## config.mk

```make
export PLATFORM = sky130hd
export DESIGN_NAME = ewp_host
export DESIGN_NICKNAME = d
export VERILOG_FILES = /design/src/inc/ewp_pkg.sv /design/src/inc/ewp_cyc_if.sv /design/src/hw/ewp_cycle.sv /design/src/hw/ewp_host.sv
export SDC_FILE = /design/constraint.sdc
export NUM_CORES = 1
export LEC_CHECK = 0
export BUFFER_PORTS_ARGS = -buffer_cell sky130_fd_sc_hd__buf_2
export CAP_MARGIN = 10
export CORE_ASPECT_RATIO = 0.6
export CORE_UTILIZATION = 35
export CTS_CLUSTER_DIAMETER = 120
export CTS_CLUSTER_SIZE = 24
export DETAILED_ROUTE_END_ITERATION = 8
export PLACE_DENSITY = 0.62
export SLEW_MARGIN = 20
export SYNTH_ARGS = -nofsm -noshare
export SYNTH_HDL_FRONTEND = slang
export SYNTH_SLANG_ARGS = --single-unit
```

## constraint.sdc

```tcl
create_clock -name clock_i -period 4.5 [get_ports clock_i]
set_input_delay 1.35 -clock clock_i [delete_from_list [all_inputs] [get_ports clock_i]]
set_output_delay 1.35 -clock clock_i [all_outputs]
set_load 0.005 [all_outputs]
```

## src/inc/ewp_pkg.sv

```systemverilog
package ewp_pkg;
  // clock rate and timing
  localparam int CLK_HZ = 20000000;
  localparam int CLK_NS = 50;
  // pulse width of write strobe, must stay well over noise limit
  localparam int NOISE_NS = 20;
  localparam int STROBE_NS = 200;
  localparam int STROBE_CYC = (STROBE_NS + CLK_NS - 1) / CLK_NS;
  // setup before strobe
  localparam int SETUP_NS = 70;
  localparam int SETUP_CYC = (SETUP_NS + CLK_NS - 1) / CLK_NS;
  // hold of protect input after last byte
  localparam int HOLD_MS = 10;
  localparam int HOLD_CYC = HOLD_MS * (CLK_HZ / 1000);
  // unlock and disarm codes
  localparam logic [14:0] ADDR_A = 15'h5555;
  localparam logic [14:0] ADDR_B = 15'h2AAA;
  localparam logic [7:0] DAT_AA = 8'hAA;
  localparam logic [7:0] DAT_55 = 8'h55;
  localparam logic [7:0] DAT_A0 = 8'hA0;
  localparam logic [7:0] DAT_80 = 8'h80;
  localparam logic [7:0] DAT_20 = 8'h20;
  // avalon register map (byte offsets)
  localparam logic [3:0] REG_CTRL = 4'h0;
  localparam logic [3:0] REG_DATA = 4'h4;
  localparam logic [3:0] REG_STAT = 4'h8;
  // control fields
  localparam int CTRL_HOLD_BIT = 0;
  localparam int CTRL_MODE_LO = 1;
  localparam int CTRL_ADDR_LO = 8;
  // command modes
  localparam logic [1:0] MODE_PLAIN = 2'h0;
  localparam logic [1:0] MODE_LOCKED = 2'h1;
  localparam logic [1:0] MODE_ARM = 2'h2;
  localparam logic [1:0] MODE_DISARM = 2'h3;
  // status fields
  localparam int STAT_BUSY_BIT = 0;
  localparam int STAT_HOLD_BIT = 1;
  localparam int STAT_WAIT_BIT = 2;
  localparam int STAT_LOCK_BIT = 3;
endpackage

```

## src/inc/ewp_cyc_if.sv

```systemverilog
`timescale 1ns/100ps
interface ewp_cyc_if;
  logic start;
  logic [14:0] addr;
  logic [7:0] data;
  logic done;
  modport seq (input start, input addr, input data, output done);
  modport ctl (output start, output addr, output data, input done);
endinterface

```

## src/hw/ewp_cycle.sv

```systemverilog
`timescale 1ns/100ps
// one write-strobe controlled byte cycle on the pins
module ewp_cycle (
  input wire logic clock_i,
  input wire logic rst_i,
  ewp_cyc_if.seq cyc,
  output logic chip_sel_n_o,
  output logic wr_strobe_n_o,
  output logic [14:0] addr_o,
  output logic [7:0] data_o,
  output logic data_oe_o
);
  typedef enum logic [1:0] {S_IDLE, S_SETUP, S_LOW, S_HOLD} ewp_cyc_type;
  ewp_cyc_type state;
  logic [3:0] cnt;

  // sequencer, strobe low only for full width so it is never a glitch
  always_ff @(posedge clock_i or posedge rst_i)
  begin
    if (rst_i)
    begin
      state <= S_IDLE;
      cnt <= 4'h0;
      chip_sel_n_o <= 1'b1;
      wr_strobe_n_o <= 1'b1;
      addr_o <= 15'h0000;
      data_o <= 8'h00;
      data_oe_o <= 1'b0;
      cyc.done <= 1'b0;
    end
    else
    begin
      cyc.done <= 1'b0;
      case (state)
        S_IDLE:
          if (cyc.start)
          begin
            addr_o <= cyc.addr;
            data_o <= cyc.data;
            data_oe_o <= 1'b1;
            chip_sel_n_o <= 1'b0;
            cnt <= 4'(ewp_pkg::SETUP_CYC);
            state <= S_SETUP;
          end
        S_SETUP:
          begin
            wr_strobe_n_o <= 1'b0;
            cnt <= 4'(ewp_pkg::STROBE_CYC);
            state <= S_LOW;
          end
        S_LOW:
          if (cnt <= 4'h1)
          begin
            wr_strobe_n_o <= 1'b1;
            state <= S_HOLD;
          end
          else
            cnt <= cnt - 4'h1;
        S_HOLD:
          begin
            chip_sel_n_o <= 1'b1;
            data_oe_o <= 1'b0;
            cyc.done <= 1'b1;
            state <= S_IDLE;
          end
        default:
          state <= S_IDLE;
      endcase
    end
  end
endmodule // ewp_cycle

```

## src/hw/ewp_host.sv

```systemverilog
`timescale 1ns/100ps
module ewp_host #(
  parameter int HOLD_CYCLES = ewp_pkg::HOLD_CYC
) (
  input wire logic clock_i,
  input wire logic rst_i,
  input wire logic [3:0] avs_address_i,
  input wire logic avs_read_i,
  input wire logic avs_write_i,
  input wire logic [31:0] avs_writedata_i,
  output logic [31:0] avs_readdata_o,
  output logic avs_waitrequest_o,
  output logic chip_sel_n_o,
  output logic out_gate_n_o,
  output logic wr_strobe_n_o,
  output logic protect_hold_n_o,
  output logic [14:0] addr_o,
  output logic [7:0] data_o,
  output logic data_oe_o
);
  typedef enum logic [1:0] {H_IDLE, H_RUN, H_WAIT} ewp_host_type;
  ewp_host_type state;
  ewp_cyc_if cyc ();
  logic hold_en;
  logic [1:0] mode;
  logic [14:0] tgt_addr;
  logic [7:0] tgt_data;
  logic [2:0] step;
  logic [2:0] last_step;
  logic [31:0] hold_cnt;
  logic lock_state;
  logic started;
  logic [14:0] seq_addr;
  logic [7:0] seq_data;
  logic busy;
  logic [31:0] next_rdata;

  // readout gate is never used here, kept high for write-only path
  assign out_gate_n_o = 1'b1;
  assign busy = (state != H_IDLE);
  // registers answer in the same cycle, no waits
  assign avs_waitrequest_o = 1'b0;

  // control register, hold released only by software
  always_ff @(posedge clock_i or posedge rst_i)
  begin
    if (rst_i)
    begin
      hold_en <= 1'b0;
      mode <= ewp_pkg::MODE_PLAIN;
      tgt_addr <= 15'h0000;
    end
    else if (avs_write_i && avs_address_i == ewp_pkg::REG_CTRL)
    begin
      hold_en <= avs_writedata_i[ewp_pkg::CTRL_HOLD_BIT];
      mode <= avs_writedata_i[ewp_pkg::CTRL_MODE_LO +: 2];
      tgt_addr <= avs_writedata_i[ewp_pkg::CTRL_ADDR_LO +: 15];
    end
  end

  // protect input follows the enable, kept high through the hold wait
  always_ff @(posedge clock_i or posedge rst_i)
  begin
    if (rst_i)
      protect_hold_n_o <= 1'b0;
    else
      protect_hold_n_o <= hold_en || (state == H_WAIT);
  end

  // code word for each step of the chosen sequence
  always_comb
  begin
    seq_addr = ewp_pkg::ADDR_A;
    seq_data = ewp_pkg::DAT_AA;
    last_step = 3'h0;
    case (mode)
      ewp_pkg::MODE_PLAIN:
        last_step = 3'h0;
      ewp_pkg::MODE_LOCKED, ewp_pkg::MODE_ARM:
        last_step = 3'h3;
      default:
        last_step = 3'h5;
    endcase
    case (step)
      3'h1:
      begin
        seq_addr = ewp_pkg::ADDR_B;
        seq_data = ewp_pkg::DAT_55;
      end
      3'h2:
        seq_data = (mode == ewp_pkg::MODE_DISARM) ? ewp_pkg::DAT_80
                                                  : ewp_pkg::DAT_A0;
      3'h4:
      begin
        seq_addr = ewp_pkg::ADDR_B;
        seq_data = ewp_pkg::DAT_55;
      end
      3'h5:
        seq_data = ewp_pkg::DAT_20;
      default:
        seq_data = ewp_pkg::DAT_AA;
    endcase
    // final step of unlock is the user byte itself
    if (mode != ewp_pkg::MODE_DISARM && step == last_step)
    begin
      seq_addr = tgt_addr;
      seq_data = tgt_data;
    end
  end

  // byte cycle request
  always_comb
  begin
    cyc.start = (state == H_RUN) && !started;
    cyc.addr = seq_addr;
    cyc.data = seq_data;
  end

  // sequence walker; a write to data starts it only with hold high
  always_ff @(posedge clock_i or posedge rst_i)
  begin
    if (rst_i)
    begin
      state <= H_IDLE;
      step <= 3'h0;
      started <= 1'b0;
      tgt_data <= 8'h00;
      hold_cnt <= 32'h0;
      lock_state <= 1'b0;
    end
    else
    begin
      case (state)
        H_IDLE:
          if (avs_write_i && avs_address_i == ewp_pkg::REG_DATA &&
              protect_hold_n_o)
          begin
            tgt_data <= avs_writedata_i[7:0];
            step <= 3'h0;
            started <= 1'b0;
            state <= H_RUN;
          end
        H_RUN:
          if (!protect_hold_n_o)
            state <= H_IDLE;
          else if (cyc.done)
          begin
            started <= 1'b0;
            if (step == last_step)
            begin
              hold_cnt <= HOLD_CYCLES;
              state <= H_WAIT;
              if (mode == ewp_pkg::MODE_ARM)
                lock_state <= 1'b1;
              else if (mode == ewp_pkg::MODE_DISARM)
                lock_state <= 1'b0;
            end
            else
              step <= step + 3'h1;
          end
          else
            started <= 1'b1;
        H_WAIT:
          // keep protect high while the array programs
          if (hold_cnt <= 32'h1)
            state <= H_IDLE;
          else
            hold_cnt <= hold_cnt - 32'h1;
        default:
          state <= H_IDLE;
      endcase
    end
  end

  // status and register readback
  always_comb
  begin
    next_rdata = 32'h0;
    case (avs_address_i)
      ewp_pkg::REG_CTRL:
      begin
        next_rdata[ewp_pkg::CTRL_HOLD_BIT] = hold_en;
        next_rdata[ewp_pkg::CTRL_MODE_LO +: 2] = mode;
        next_rdata[ewp_pkg::CTRL_ADDR_LO +: 15] = tgt_addr;
      end
      ewp_pkg::REG_DATA:
        next_rdata[7:0] = tgt_data;
      ewp_pkg::REG_STAT:
      begin
        next_rdata[ewp_pkg::STAT_BUSY_BIT] = busy;
        next_rdata[ewp_pkg::STAT_HOLD_BIT] = protect_hold_n_o;
        next_rdata[ewp_pkg::STAT_WAIT_BIT] = (state == H_WAIT);
        next_rdata[ewp_pkg::STAT_LOCK_BIT] = lock_state;
      end
      default:
        next_rdata = 32'h0;
    endcase
  end
  assign avs_readdata_o = avs_read_i ? next_rdata : 32'h0;

  ewp_cycle u_cycle (
    .clock_i(clock_i),
    .rst_i(rst_i),
    .cyc(cyc.seq),
    .chip_sel_n_o(chip_sel_n_o),
    .wr_strobe_n_o(wr_strobe_n_o),
    .addr_o(addr_o),
    .data_o(data_o),
    .data_oe_o(data_oe_o)
  );
endmodule // ewp_host

```

==> impl_metrics.yaml, run 1 <==
timing:
  worst_pin_slew_ns: 0.8759
  fmax_mhz: 269.0
  relSlewSlack: 0.4157
  hold_violations: 0
  fin_crit_sh: 0.8261
  grt_setup_unrepaired: "no"
  worst_slack_ns: 0.7825
  fin_crit_ns: 3.718
  finalClockSkew_ns: 0.006988
  maxSlewViolCount: 0
  setup_tns_ns: 0
  final-setup-viol-count: 0
drt:
  drtPass1Iterations: 5
  vias_per_cell: 5.176
  drc: 0
  vias: 4208
  wl_per_cell_um: 15.67
  wl_um: 12740
  ant_nets: 0
  dr.first_iter.drc_count: 276
clock_tree:
  cts_htree_levels: 3
  cts.clk_slew.worst_paths_ns: 0.07
  cts_num_sinks: 99
  clock_path_buffers: 2
  cts_resized: 0
  cts_hold_buf: 0
  cts_setup_buffers: 0
  tritoncts: "built"
  clk_latency_ns: 0.35
  root_buffer: "clkbuf_16"
  cts_buffers: 9
hold_path:
  hold_depth: 2
  min_from: "u_cycle.data_o[7]"
  hold_path.class: "flip-flop to flip-flop"
logic_synthesis:
  ys_async_sr_fraction: 1.000
  ys_seq_area_frac: 0.4783
  netlist_instances: 535
  synth_top_area_frac: 0.4681
  synth_area_leaders: "dfrtp_1, mux2_2, nand2_1"
  synth_edf_count: 0
  ys_types: 55
  ys_warn_count: 0
  ys.flop_type: "dfrtp_1"
  synth_most_common_cell: "dfrtp_1"
  ys_seq_elements: 99
  syn_area_um2: 5185
  synthTopCellsByCount: "dfrtp_1, nand2_1, nor2_1"
  avgSynthCellArea_um2: 9.692
  synth_top_cell_by_area: "dfrtp_1"
global_route:
  grt_pass1_vias: 3694
  antenna_found_initial: 0
  overflow: 0
  grt_max_degree: 55
  grt_first_pass_wirelength_um: 20020
  track_usage: 0.1660
cells_and_area:
  n_antenna_cell: 0
  utilization: 0.4184
  syn_to_final_growth_pct: 16.72
  drive_above_1_share: 0.2293
  layout.nets: 666
worst_setup_path:
  endpoint: "avs_readdata_o[4]"
  crit_slowest_cell: "and3_1"
  cp-startpoint: "avs_address_i[2]"
  path_delay_family: "simple AND/OR/NAND/NOR gates"
  end_kind: "primary output"
  crit_path_max_fanout: 7
  worstSetupStartpointType: "primary input"
  cp_slowest_stage_delay_ns: 0.31
  r2r_cells: 7
  critical_path_required_ns: 3.15
  timing.rr.end: "u_cycle.data_o[3]"
  r2r_slack_ns: 1.61
  worst-endpoint-arrival_ns: 2.37
  path_depth: 5
  worst_r2r_startpoint: "mode[1]"
  path_common_cell: "buf_2"
  path_class: "primary input to primary output"
  crit_path_cell_trace: "buf_2 > nor2b_1 > and3_1 > and2_1 > buf_2"
  critPathBufInv: 2
power:
  switchingPower_uw: 928.6
  pwr-share-clk: 0.291
  combPwrFrac: 0.269
  p_per_area_nw_per_um2: 436.2
  internal_power_uw: 1711
  seqPwrFrac: 0.440
  switching_share: 0.3518
  leakagePower_uw: 0.002955
  ir_drop_uv: 265.7
floorplanning:
  die_h_um: 96.28
  io-pin-count: 101
  rows: 34
  start_util: 0.3585
  fp.dieArea_um2: 15320
  core_um2: 14460
  fp.dieW_um: 159.1
placed_design:
  numPortBuffers: 80
  pre_cts_slack_ns: 0.7822
  dpl.hpwl_um: 9547
  gp_congestion: 0.7780
status:
  outcome: "finished clean"
run:
  cap_viol_max_count: 0
-- worst reg2reg max path, stage by stage (launching register included) --
cell,delay [ns]
dfrtp_1,0.49
inv_1,0.08
ha_1,0.29
xor2_1,0.20
nor3_1,0.70
nand2b_1,0.55
a31oi_1,0.36
a21oi_1,0.10
-- cell type report --
type,instances,area (µm²)
Clock buffer,9,225.2
Clock inverter,7,70.07
Fill cell,1426,8412
Inverter,20,77.57
Multi-Input combinational cell,395,2514
Sequential cell,99,2480
Tap cell,198,247.7
Timing Repair Buffer,85,437.9
-- worst min path at each step --
stage,slack (ns),to
after floorplan,0.45,hold_cnt[15]
after global placement,0.46,u_cycle.data_o[6]
after detailed placement,0.47,u_cycle.addr_o[5]
after CTS,0.49,u_cycle.addr_o[5]
after global routing,0.50,u_cycle.addr_o[5]
final,0.48,u_cycle.data_o[7]
-- stage by stage --
step | hold slack, ns | area (µm²) | total power [µW] | instances
2_1_floorplan | 0.4490 | 5219 | 1665 | 544
3_3_place_gp | 0.4640 | 5757 | 1840 | 797
3_5_place_dp | 0.4719 | 5757 | 1878 | 797
4_1_cts | 0.4898 | 6052 | 2656 | 813
5_1_grt | 0.5044 | 6052 | 2812 | 813
6_report | 0.4843 | 6052 | 2640 | 813
-- power groups by stage --
stage,registers [µW],clock network [µW],logic (µW)
3_3_place_gp,1160,0,678
2_1_floorplan,1130,0,535
4_1_cts,1160,787,712
3_5_place_dp,1170,0,707
6_report,1160,767,710
5_1_grt,1180,821,811
-- kinds of logic after synthesis --
logic type,Yosys count,synth area share
flip-flops,99,0.4783
AO/OA/AOI/OAI,104,0.1221
AND/OR/NAND/NOR,215,0.2140
other,2,0.001448
adder cells (fa/ha/maj),16,0.03861
multiplexers,43,0.08953
buffers and inverters,50,0.04585
XOR/XNOR,6,0.01014
-- state kept, by name, summed over array words and instances (netlist names) --
| name | count |
|---|---|
| hold_cnt | 32 |
| tgt_addr | 15 |
| u_cycle.addr_o | 15 |
| tgt_data | 8 |
| u_cycle.data_o | 8 |
| u_cycle.cnt | 4 |
| step | 3 |
| mode | 2 |
| state | 2 |
| u_cycle.state | 2 |
| hold_en | 1 |
| lock_state | 1 |
| protect_hold_n_o | 1 |
| started | 1 |
| u_cycle.chip_sel_n_o | 1 |
| u_cycle.cyc.done | 1 |
| u_cycle.data_oe_o | 1 |
| u_cycle.wr_strobe_n_o | 1 |
-- layer usage --
layer	part of all wire	wire length, µm	global-route usage
met1	0.54	6914	0.2683
met2	0.40	5140	0.2204
met3	0.045	579	0.02757
met4	0.0083	106	0.04087
met5	0	0	0
-- cells in the final DEF (no fill, tap or decap), types with 3 or more instances in the layout --
cell type	instances
or2_2	3
a31oi_1	5
nand4_1	4
nand2_1	57
conb_1	11
mux2_2	27
buf_2	80
and3_1	4
nor2b_1	3
and2_1	21
a211oi_1	3
a21oi_1	36
nor2_1	51
o21ai_0	28
o31ai_1	12
or4_1	12
dfrtp_1	97
nor3_1	9
nor4_1	10
clkbuf_16	9
mux2i_1	16
ha_1	16
inv_1	19
nand2b_1	6
and4_1	3
buf_4	5
or3_1	12
nand3_1	7
xor2_1	4
Note: power is estimated with default switching activity, not from simulation.
==> run 2, diff against run 1 <==
--- a/config.mk
+++ b/config.mk
@@ -12,7 +12,7 @@
 export CTS_CLUSTER_DIAMETER = 120
 export CTS_CLUSTER_SIZE = 24
 export DETAILED_ROUTE_END_ITERATION = 8
-export PLACE_DENSITY = 0.62
+export PLACE_DENSITY = 0.64
 export SLEW_MARGIN = 20
 export SYNTH_ARGS = -nofsm -noshare
 export SYNTH_HDL_FRONTEND = slang
==> constraint.sdc (replaced) <==
create_clock -name clock_i -period 3.2 [get_ports clock_i]
set_input_delay 0.96 -clock clock_i [delete_from_list [all_inputs] [get_ports clock_i]]
set_output_delay 0.96 -clock clock_i [all_outputs]
set_load 0.005 [all_outputs]
==> impl_metrics.yaml, run 2 (synthesis gave the netlist of run 1 again) <==
drt:
  ant_nets: 0
  drc: 0
  drtPass1Iterations: 4
  vias: 4254
  dr.first_iter.drc_count: 266
  wl_um: 12400
  wl_per_cell_um: 15.13
  vias_per_cell: 5.188
cells_and_area:
  n_antenna_cell: 0
  seqCellArea_um2: 2480
  final_common_cell: "dfrtp_1"
  top_regs: "hold_cnt x32, tgt_addr x15, u_cycle.addr_o x15"
  fin_cells: 820
  syn_to_final_growth_pct: 18.44
  max_flop_register: "hold_cnt"
  drive_above_1_share: 0.2379
  multi_input_area_um2: 2514
  largest_reg_flops: 32
  fill_cells: 1404
  final_cell_mix: "dfrtp_1, buf_2, nand2_1, nor2_1, a21oi_1"
  layout.nets: 673
  fin_area_um2: 6141
clock_tree:
  cts.clk_slew.worst_paths_ns: 0.07
  cts_hold_buf: 0
  cts_htree_levels: 3
  cts_setup_buffers: 0
  clock_path_buffers: 2
  cts_buffers: 9
  tritoncts: "built"
  root_buffer: "clkbuf_16"
  cts_resized: 0
  cts_num_sinks: 99
  clk_latency_ns: 0.35
worst_setup_path:
  critical_path_required_ns: 2.24
  cp_slowest_stage_delay_ns: 0.31
  worstSetupStartpointType: "primary input"
  path_common_cell: "buf_2"
  crit_slowest_cell: "and3_1"
  end_kind: "primary output"
  crit_path_cell_trace: "buf_2 > nor2b_1 > and3_1 > and2_1 > buf_2"
  path_class: "primary input to primary output"
  r2r_slack_ns: 0.51
  worst-endpoint-arrival_ns: 1.99
  crit_path_max_fanout: 7
floorplanning:
  fp.dieW_um: 159.1
  fp.dieArea_um2: 15320
  die_h_um: 96.28
  io-pin-count: 101
  rows: 34
  start_util: 0.3585
  core_um2: 14460
power:
  p_total_uw: 3789
  ir_drop_uv: 298.1
  leakagePower_uw: 0.002997
  p_per_area_nw_per_um2: 617.1
timing:
  hold_violations: 0
  grt_setup_unrepaired: "no"
  finalClockSkew_ns: 0.01098
  relSlewSlack: 0.4839
  fin_crit_ns: 2.952
  worst_pin_slew_ns: 0.7682
  whs_ns: 0.4862
  fin_crit_sh: 0.9227
  setup_tns_ns: 0
  maxSlewViolCount: 0
  fmax_mhz: 338.7
  final-setup-viol-count: 0
global_route:
  grt_max_degree: 100
  track_usage: 0.1646
  grt_first_pass_wirelength_um: 19980
  antenna_found_initial: 0
  overflow: 0
  grt_pass1_vias: 3823
status:
  outcome: "finished clean"
hold_path:
  hold_path.class: "flip-flop to flip-flop"
placed_design:
  dp.cells: 804
  dpl.hpwl_um: 9203
  gp_congestion: 0.8275
  placed_area_um2: 5823
  numPortBuffers: 80
run:
  cap_viol_max_count: 0
run 2: final cells by class:
cell class	instances	area share
clock buffer	10	0.03892
clock inverter	6	0.01284
inverter	20	0.01284
multi-input combinational	395	0.4093
sequential	99	0.4038
tap	198	0.04034
timing repair buffer	92	0.08191
run 2: final timing paths:
path	start	endpoint	cells past startpoint
worst min register to register	hold_cnt[15]	hold_cnt[15]	1
max in group asynchronous	rst_i	u_cycle.wr_strobe_n_o	3
worst max register to register	mode[0]	hold_cnt[9]	7
min in group asynchronous	rst_i	hold_cnt[23]	3
worst min-delay path	hold_cnt[15]	hold_cnt[15]	1
worst max-delay path	avs_address_i[2]	avs_readdata_o[4]	5
run 2: critical path, delay by kind of cell:
| kind | cells | cell delay, ns |
|---|---|---|
| simple gates | 3 | 0.74 |
| buf+inv | 2 | 0.28 |
run 2: stage by stage:
stage                       util  setup slack [ns]
after floorplan                -            0.3968
final                     0.4246            0.2475
after CTS                 0.4246            0.2601
after detailed placement  0.4026            0.2673
after global placement    0.4026            0.2963
after global routing      0.4246            0.1001
run 2: layer usage:
metal,routed length (µm),global-route usage,up-vias,share of wire
met2,5229,0.2273,95,0.42
met5,0,0,-,0
met4,74,0.02724,0,0.0060
met3,515,0.03619,9,0.042
met1,6584,0.2586,2113,0.53
li1,-,-,2037,-
run 2: power by group:
group	total (µW)	internal, µW	switching (µW)
Clock	1150	646	505
Combinational	1010	427	583
Sequential	1630	1440	186
Total	3790	2520	1270
